<file path="config.mk">
export PLATFORM = sky130hd
export DESIGN_NAME = flash_block_write_protect
export DESIGN_NICKNAME = d
export VERILOG_FILES = /design/src/wp_pkg.sv /design/src/wp_region_decode.sv /design/src/wp_pin_mux.sv /design/src/flash_block_write_protect.sv
export SDC_FILE = /design/constraint.sdc
export NUM_CORES = 1
export LEC_CHECK = 0
export BUFFER_PORTS_ARGS = -buffer_cell sky130_fd_sc_hd__buf_2
export CORE_MARGIN = 5
export CORE_UTILIZATION = 35
export DETAILED_ROUTE_END_ITERATION = 7
export MAX_ROUTING_LAYER = met4
export PLACE_DENSITY_LB_ADDON = 0.15
export SYNTH_ARGS = -nofsm -noshare
export SYNTH_HDL_FRONTEND = slang
export SYNTH_SLANG_ARGS = --single-unit
</file>
<file path="constraint.sdc">
create_clock -name core_clk -period 2.79 [get_ports core_clk]
set_clock_uncertainty 0.15 [all_clocks]
set_input_delay 0 -clock core_clk [delete_from_list [all_inputs] [get_ports core_clk]]
set_output_delay 0 -clock core_clk [all_outputs]
set_load 0.01 [all_outputs]
</file>
<file path="src/wp_pkg.sv">
package wp_pkg;

    // ------------------------------------------------------------
    // opcodes
    // ------------------------------------------------------------
    localparam logic [7:0] OP_WRITE_LATCH_SET   = 8'h06;
    localparam logic [7:0] OP_WRITE_LATCH_CLR   = 8'h04;
    localparam logic [7:0] OP_STATUS_WRITE      = 8'h01;
    localparam logic [7:0] OP_FULL_ERASE_A      = 8'hC7;
    localparam logic [7:0] OP_FULL_ERASE_B      = 8'h60;
    localparam logic [7:0] OP_VOL_READ_PARAM    = 8'hC0;
    localparam logic [7:0] OP_VOL_BANK_WRITE    = 8'h17;

    // ------------------------------------------------------------
    // status bit positions and reset values
    // ------------------------------------------------------------
    localparam int         SR_BP_LSB            = 2;
    localparam int         SR_BP_MSB            = 5;
    localparam int         SR_QE_POS            = 6;
    localparam int         SR_SWD_POS           = 7;
    localparam logic [7:0] SR_WRITABLE_MASK     = 8'hFC;
    localparam logic [7:0] SR_RESET_VALUE       = 8'h00;

    // ------------------------------------------------------------
    // array geometry
    // ------------------------------------------------------------
    localparam int         BLK64_COUNT          = 512;
    localparam int         BLK256_COUNT         = 128;
    localparam int         BLK64_ADDR_LSB       = 16;
    localparam int         BLK256_ADDR_LSB      = 18;
    localparam int         ADDR_W               = 25;
    localparam int         BLK_W                = 10;

    // ------------------------------------------------------------
    // carriers
    // ------------------------------------------------------------
    typedef enum logic [1:0] {
        KIND_OTHER,
        KIND_PROGRAM,
        KIND_SECTOR_ERASE,
        KIND_FULL_ERASE
    } op_kind_t;

    typedef struct packed {
        logic [7:0]        opcode;
        op_kind_t          kind;
        logic [ADDR_W-1:0] addr;
        logic [7:0]        wdata;
    } cmd_t;

    typedef struct packed {
        logic       swd;
        logic       qe;
        logic [3:0] bp;
    } prot_t;

endpackage

</file>
<file path="src/wp_region_decode.sv">
module wp_region_decode (
    input  wire logic [3:0]               bp,
    input  wire logic                     bottom,
    input  wire logic                     large_blocks,
    input  wire logic [wp_pkg::ADDR_W-1:0] addr,
    output logic                          hit
);
    // ------------------------------------------------------------
    // protected block count
    // ------------------------------------------------------------
    function automatic logic [wp_pkg::BLK_W-1:0] count64(input logic [3:0] c);
        case (c)
            4'h0:     count64 = 10'd0;
            4'd10:    count64 = 10'd384;
            4'd11:    count64 = 10'd448;
            4'd12:    count64 = 10'd480;
            4'd13:    count64 = 10'd496;
            4'd14:    count64 = 10'd504;
            4'd15:    count64 = 10'd512;
            default:  count64 = 10'(10'd1 << (c - 4'd1));
        endcase
    endfunction

    function automatic logic [wp_pkg::BLK_W-1:0] count256(input logic [3:0] c);
        if (c[3]) begin
            count256 = 10'd128;
        end else if (c == 4'd0) begin
            count256 = 10'd0;
        end else begin
            count256 = 10'(10'd1 << (c[2:0] - 3'd1));
        end
    endfunction

    logic [wp_pkg::BLK_W-1:0] nprot;
    logic [wp_pkg::BLK_W-1:0] total;
    logic [wp_pkg::BLK_W-1:0] blk;

    always_comb begin
        if (large_blocks) begin
            nprot = count256(bp);
            total = 10'(wp_pkg::BLK256_COUNT);
            blk   = 10'(addr[wp_pkg::ADDR_W-1:wp_pkg::BLK256_ADDR_LSB]);
        end else begin
            nprot = count64(bp);
            total = 10'(wp_pkg::BLK64_COUNT);
            blk   = 10'(addr[wp_pkg::ADDR_W-1:wp_pkg::BLK64_ADDR_LSB]);
        end
        // top region ends at the highest block, bottom starts at block zero
        if (bottom) begin
            hit = blk < nprot;
        end else begin
            hit = blk >= 10'(total - nprot);
        end
    end

endmodule

</file>
<file path="src/wp_pin_mux.sv">
module wp_pin_mux (
    input  wire logic qe,
    input  wire logic line2_in,
    input  wire logic line3_in,
    input  wire logic line2_drv,
    input  wire logic line3_drv,
    input  wire logic line2_oe_req,
    input  wire logic line3_oe_req,
    output logic      line2_out,
    output logic      line3_out,
    output logic      line2_oe,
    output logic      line3_oe,
    output logic      wp_level,
    output logic      hold_n,
    output logic      data2_in,
    output logic      data3_in
);
    always_comb begin
        if (qe) begin
            // pins act as data lines
            line2_oe  = line2_oe_req;
            line3_oe  = line3_oe_req;
            wp_level  = 1'b1;
            hold_n    = 1'b1;
            data2_in  = line2_in;
            data3_in  = line3_in;
        end else begin
            // pins are inputs: write protect and hold
            line2_oe  = 1'b0;
            line3_oe  = 1'b0;
            wp_level  = line2_in;
            hold_n    = line3_in;
            data2_in  = 1'b0;
            data3_in  = 1'b0;
        end
        line2_out = line2_drv;
        line3_out = line3_drv;
    end

endmodule

</file>
<file path="src/flash_block_write_protect.sv">
module flash_block_write_protect (
    input  wire logic          core_clk,
    input  wire logic          rstn,
    input  wire logic          large_blocks,
    input  wire logic          top_bottom_select,
    input  wire logic          cmd_valid,
    input  wire wp_pkg::cmd_t  cmd,
    input  wire logic          quad_data_line_2_in,
    input  wire logic          quad_data_line_3_in,
    input  wire logic          quad_data_line_2_drv,
    input  wire logic          quad_data_line_3_drv,
    input  wire logic          quad_data_line_2_oe_req,
    input  wire logic          quad_data_line_3_oe_req,
    output logic               quad_data_line_2_out,
    output logic               quad_data_line_3_out,
    output logic               quad_data_line_2_oe,
    output logic               quad_data_line_3_oe,
    output logic               hold_n,
    output logic               data2_in,
    output logic               data3_in,
    output logic [7:0]         status_r,
    output wp_pkg::prot_t      prot,
    output logic               write_latch_r,
    output logic               op_grant_r,
    output logic               op_inhibit_r,
    output logic               status_locked
);
    // ------------------------------------------------------------
    // shared pins and region decode
    // ------------------------------------------------------------
    logic wp_level;
    logic region_hit;

    assign prot.bp  = status_r[wp_pkg::SR_BP_MSB:wp_pkg::SR_BP_LSB];
    assign prot.qe  = status_r[wp_pkg::SR_QE_POS];
    assign prot.swd = status_r[wp_pkg::SR_SWD_POS];

    wp_pin_mux u_pins (
        .qe           (prot.qe),
        .line2_in     (quad_data_line_2_in),
        .line3_in     (quad_data_line_3_in),
        .line2_drv    (quad_data_line_2_drv),
        .line3_drv    (quad_data_line_3_drv),
        .line2_oe_req (quad_data_line_2_oe_req),
        .line3_oe_req (quad_data_line_3_oe_req),
        .line2_out    (quad_data_line_2_out),
        .line3_out    (quad_data_line_3_out),
        .line2_oe     (quad_data_line_2_oe),
        .line3_oe     (quad_data_line_3_oe),
        .wp_level     (wp_level),
        .hold_n       (hold_n),
        .data2_in     (data2_in),
        .data3_in     (data3_in)
    );

    wp_region_decode u_region (
        .bp           (prot.bp),
        .bottom       (top_bottom_select),
        .large_blocks (large_blocks),
        .addr         (cmd.addr),
        .hit          (region_hit)
    );

    // ------------------------------------------------------------
    // command classification
    // ------------------------------------------------------------
    logic is_latch_set;
    logic is_latch_clr;
    logic is_status_wr;
    logic is_full_erase;
    logic is_no_latch;
    logic is_array_op;
    logic status_wr_ok;
    logic array_ok;

    always_comb begin
        is_latch_set  = cmd.opcode == wp_pkg::OP_WRITE_LATCH_SET;
        is_latch_clr  = cmd.opcode == wp_pkg::OP_WRITE_LATCH_CLR;
        is_status_wr  = cmd.opcode == wp_pkg::OP_STATUS_WRITE;
        is_full_erase = cmd.kind == wp_pkg::KIND_FULL_ERASE;
        is_no_latch   = cmd.opcode == wp_pkg::OP_VOL_READ_PARAM ||
                        cmd.opcode == wp_pkg::OP_VOL_BANK_WRITE;
        is_array_op   = cmd.kind == wp_pkg::KIND_PROGRAM ||
                        cmd.kind == wp_pkg::KIND_SECTOR_ERASE;
        status_locked = prot.swd && !wp_level;
        status_wr_ok  = write_latch_r && !status_locked;
        if (is_full_erase) begin
            array_ok = write_latch_r && prot.bp == 4'h0;
        end else begin
            array_ok = write_latch_r && !region_hit;
        end
    end

    // ------------------------------------------------------------
    // write latch
    // ------------------------------------------------------------
    always_ff @(posedge core_clk or negedge rstn) begin
        if (!rstn) begin
            write_latch_r <= 1'b0;
        end else if (cmd_valid) begin
            if (is_latch_set) begin
                write_latch_r <= 1'b1;
            end else if (is_latch_clr || (is_status_wr && write_latch_r) ||
                         ((is_array_op || is_full_erase) && write_latch_r)) begin
                write_latch_r <= 1'b0;
            end
        end
    end

    // ------------------------------------------------------------
    // status register
    // ------------------------------------------------------------
    always_ff @(posedge core_clk or negedge rstn) begin
        if (!rstn) begin
            status_r <= wp_pkg::SR_RESET_VALUE;
        end else if (cmd_valid && is_status_wr && status_wr_ok) begin
            status_r <= (cmd.wdata & wp_pkg::SR_WRITABLE_MASK) |
                        (status_r & ~wp_pkg::SR_WRITABLE_MASK);
        end
    end

    // ------------------------------------------------------------
    // grant and inhibit report, one cycle per command
    // ------------------------------------------------------------
    always_ff @(posedge core_clk or negedge rstn) begin
        if (!rstn) begin
            op_grant_r   <= 1'b0;
            op_inhibit_r <= 1'b0;
        end else begin
            op_grant_r   <= 1'b0;
            op_inhibit_r <= 1'b0;
            if (cmd_valid) begin
                if (is_no_latch) begin
                    op_grant_r <= 1'b1;
                end else if (is_array_op || is_full_erase) begin
                    op_grant_r   <= array_ok;
                    op_inhibit_r <= !array_ok;
                end else if (is_status_wr) begin
                    op_grant_r   <= status_wr_ok;
                    op_inhibit_r <= !status_wr_ok;
                end
            end
        end
    end
endmodule

</file>
==> impl_metrics.tcl <==
set metrics [dict create \
    cts_buffers 3 \
    dp_cells 296 \
    synth_most_common_cell "nand2_1" \
    critPathKind "flip-flop to flip-flop" \
    final_cell_area_sq_mm 0.00215 \
    drv_slew 0 \
    port_buffers 54 \
    ys_seq_area_frac 0.154 \
    initial_core_util 0.363 \
    ioPinCount 79 \
    power.density_mw_per_mm2 191 \
    numClockSinks 9 \
    synth_cells 187 \
    required_ns 2.78 \
    hold_class "input pin to asynchronous set/reset pin" \
    max_freq_mhz 356 \
    yosysWarnings 0 \
    dp_slack_ns -0.0553 \
    hold_viol 0 \
    fillers 380 \
    whs_ns 0.0233 \
    grt_antenna_before_repair 0 \
    wl_per_cell_um 14.1 \
    async_flop_share 1.00 \
    drive_above_1_share 0.410 \
    yosys_most_used_dff "dfrtp_1" \
    crit_path_cell_trace "nor2_4 -> nand3b_1 -> ha_4 -> buf_4 -> buf_4 -> o22ai_1 -> nand2_1 -> o221a_2 -> ha_2 -> o21a_1 -> o21ai_0 -> or3_1 -> a311oi_2" \
    wirelength_um 4460 \
    ys_types 52 \
    ant_nets 0 \
    hpwl_um 3490 \
    post-route-period-util 1.01 \
    clk-insertion-delay-late_ns 0.23 \
    dr.first_iter.drc_count 93 \
    cp_slowest_cell "dfrtp_2" \
    rsz0062_at_grt "true" \
    synth_largest_area_cell "dfrtp_1" \
    min_period_ns 2.81 \
    status "complete, but fails checks" \
    worst_setup_path_start_kind "flip-flop" \
    end_kind "flip-flop" \
    rr_startpoint "status_r[4]$_DFFE_PN0P_" \
    ys_seq_elements 9 \
    synth.top_cells.by_count "nand2_1 (19), ha_1 (18), buf_4 (13), nor2_1 (10), dfrtp_1 (9)" \
    die_h_um 74.7 \
    rrSetupSlack_ns -0.02 \
    overflow 0 \
    crit_arrival_ns 2.79 \
    drv_cap 0 \
    path_common_cell "buf_4" \
    num-nets-final 339 \
    synth_area_sq_mm 0.00146 \
    synthTopCellsByArea "dfrtp_1 (15%), ha_1 (15%), buf_4 (6.7%)" \
    diodes 0 \
    dieArea_sq_mm 0.00558 \
    leakage_nw 1.03 \
    path_clk_slew_ns 0.05 \
    worst_slack_ns -0.0155 \
    htreeDepth 1 \
    die_w_um 74.7 \
    dpl_cell_area_sq_mm 0.00188 \
    worstSetupStartpoint "status_r[4]$_DFFE_PN0P_" \
    grt_max_degree 20 \
    critical_path.max_stage_delay_ns 0.44 \
    cts_tree "built" \
    first_pass_iters 4 \
    syn_avg_cell_area_sq_um 7.83 \
    drc 0 \
    yosysTopAreaCellShare 0.154 \
    fp-row-count 23 \
    violations "setup timing" \
    stdcell_count 316 \
    via_per_inst 5.29 \
    gp_congestion 0.812 \
    crit-reg2reg-capture "op_inhibit_r$_DFF_PN0_" \
    gr-usage-all-layers 0.158 \
    cts_buffer_depth 2 \
    syn2layout_area_growth_pct 47.0 \
    r2r_cells 13 \
    worstPathMaxFanout 4 \
    grt_pass1_wl_um 6790 \
    clockRootBuffer "clkbuf_8" \
    vdd_ir_drop_max_mv 0.145 \
    synth_edf_count 0 \
    vias 1671 \
    core_sq_mm 0.00403 \
    grt_pass1_vias 1490 \
    finalSetupViolations 1 \
]
==> layout by cell type, fill, tap and decap left out, drive strengths merged, types with 5 or more instances in the layout <==
cell and instances:
buf 82, nand2 19, ha 18, dlygate4sd3 13, o21ai 12, nor2 10
mux2 10, dfrtp 9, a21oi 8, inv 6, and2 5, nand2b 5
o211ai 5, nor2b 5, nor3 5
==> critical path, delay by kind of cell, from the launching register on <==
family                     cells  cell delay, ns
DFF                            1            0.44
buffers and inverters          2            0.28
adders and majority gates      2            0.54
AOI/OAI and AO/OA              5            0.63
and+or+nand+nor                4            0.69
==> how the worst max path moves through the flow <==
| stage | to | slack [ns] | depth (start not counted) |
|---|---|---|---|
| after floorplan | op_inhibit_r$_DFF_PN0_ | -0.09 | 14 |
| after global placement | op_inhibit_r$_DFF_PN0_ | 0.03 | 13 |
| after detailed placement | op_grant_r$_DFF_PN0_ | -0.06 | 12 |
| after CTS | op_grant_r$_DFF_PN0_ | 0.005 | 13 |
| after global routing | op_inhibit_r$_DFF_PN0_ | -0.15 | 12 |
| final | op_inhibit_r$_DFF_PN0_ | -0.02 | 13 |
==> registers in the layout, indices dropped and copies added, names as in the netlist <==
| signal | count |
|---|---|
| write_latch_r | 1 |
| status_r | 6 |
| op_inhibit_r | 1 |
| op_grant_r | 1 |
==> metrics by stage <==
step / util / total power, mW / setup TNS, ns
global placement: 0.466 / 0.248 / 0
floorplan: - / 0.203 / -0.137
finish: 0.534 / 0.412 / -0.0155
CTS: 0.511 / 0.411 / 0
detailed placement: 0.466 / 0.247 / -0.0917
global route: 0.534 / 0.436 / -0.259
==> cell type report <==
cell class	instances	area (sq um)	share of cell area
clock buffers	4	45.0	0.0209
inverters	6	22.5	0.0105
multi-input cells	152	1180	0.547
flip-flops and latches	9	228	0.106
well taps	50	62.6	0.0291
repair buffers	95	618	0.287
==> cell families (layout without fill, tap and decap cells) <==
family | after synthesis | count (layout) | share of synthesized area
XOR/XNOR | 4 | 4 | 0.0239
buffers and inverters | 27 | 105 | 0.103
AND/OR/NAND/NOR | 70 | 70 | 0.258
adder cells (fa/ha/maj) | 18 | 18 | 0.154
multiplexers | 11 | 11 | 0.0838
flip-flops | 9 | 9 | 0.154
other | 1 | 2 | 0.00256
AO/OA/AOI/OAI | 47 | 47 | 0.221
==> where the power goes <==
group	total [mW]	switching [mW]	internal (mW)
clock network	0.148	0.0490	0.0994
registers	0.133	0.000486	0.132
logic	0.131	0.0620	0.0686
total	0.412	0.111	0.300
==> timing repair <==
action,in CTS,in global routing
hold buffers,13,0
resized for setup,2,15
hold endpoints to repair,20,0
pin swaps,0,7
endpoints found under the setup margin,2,2
buffers inserted,0,3
==> metal layers <==
| layer | up-vias | GRT usage | part of all wire |
|---|---|---|---|
| met5 | - | - | 0 |
| met4 | 0 | 0.0356 | 0.013 |
| met3 | 6 | 0.0120 | 0.085 |
| met2 | 75 | 0.258 | 0.46 |
| met1 | 758 | 0.214 | 0.44 |
| li1 | 832 | - | - |
Power figures use the tool's default switching activity.
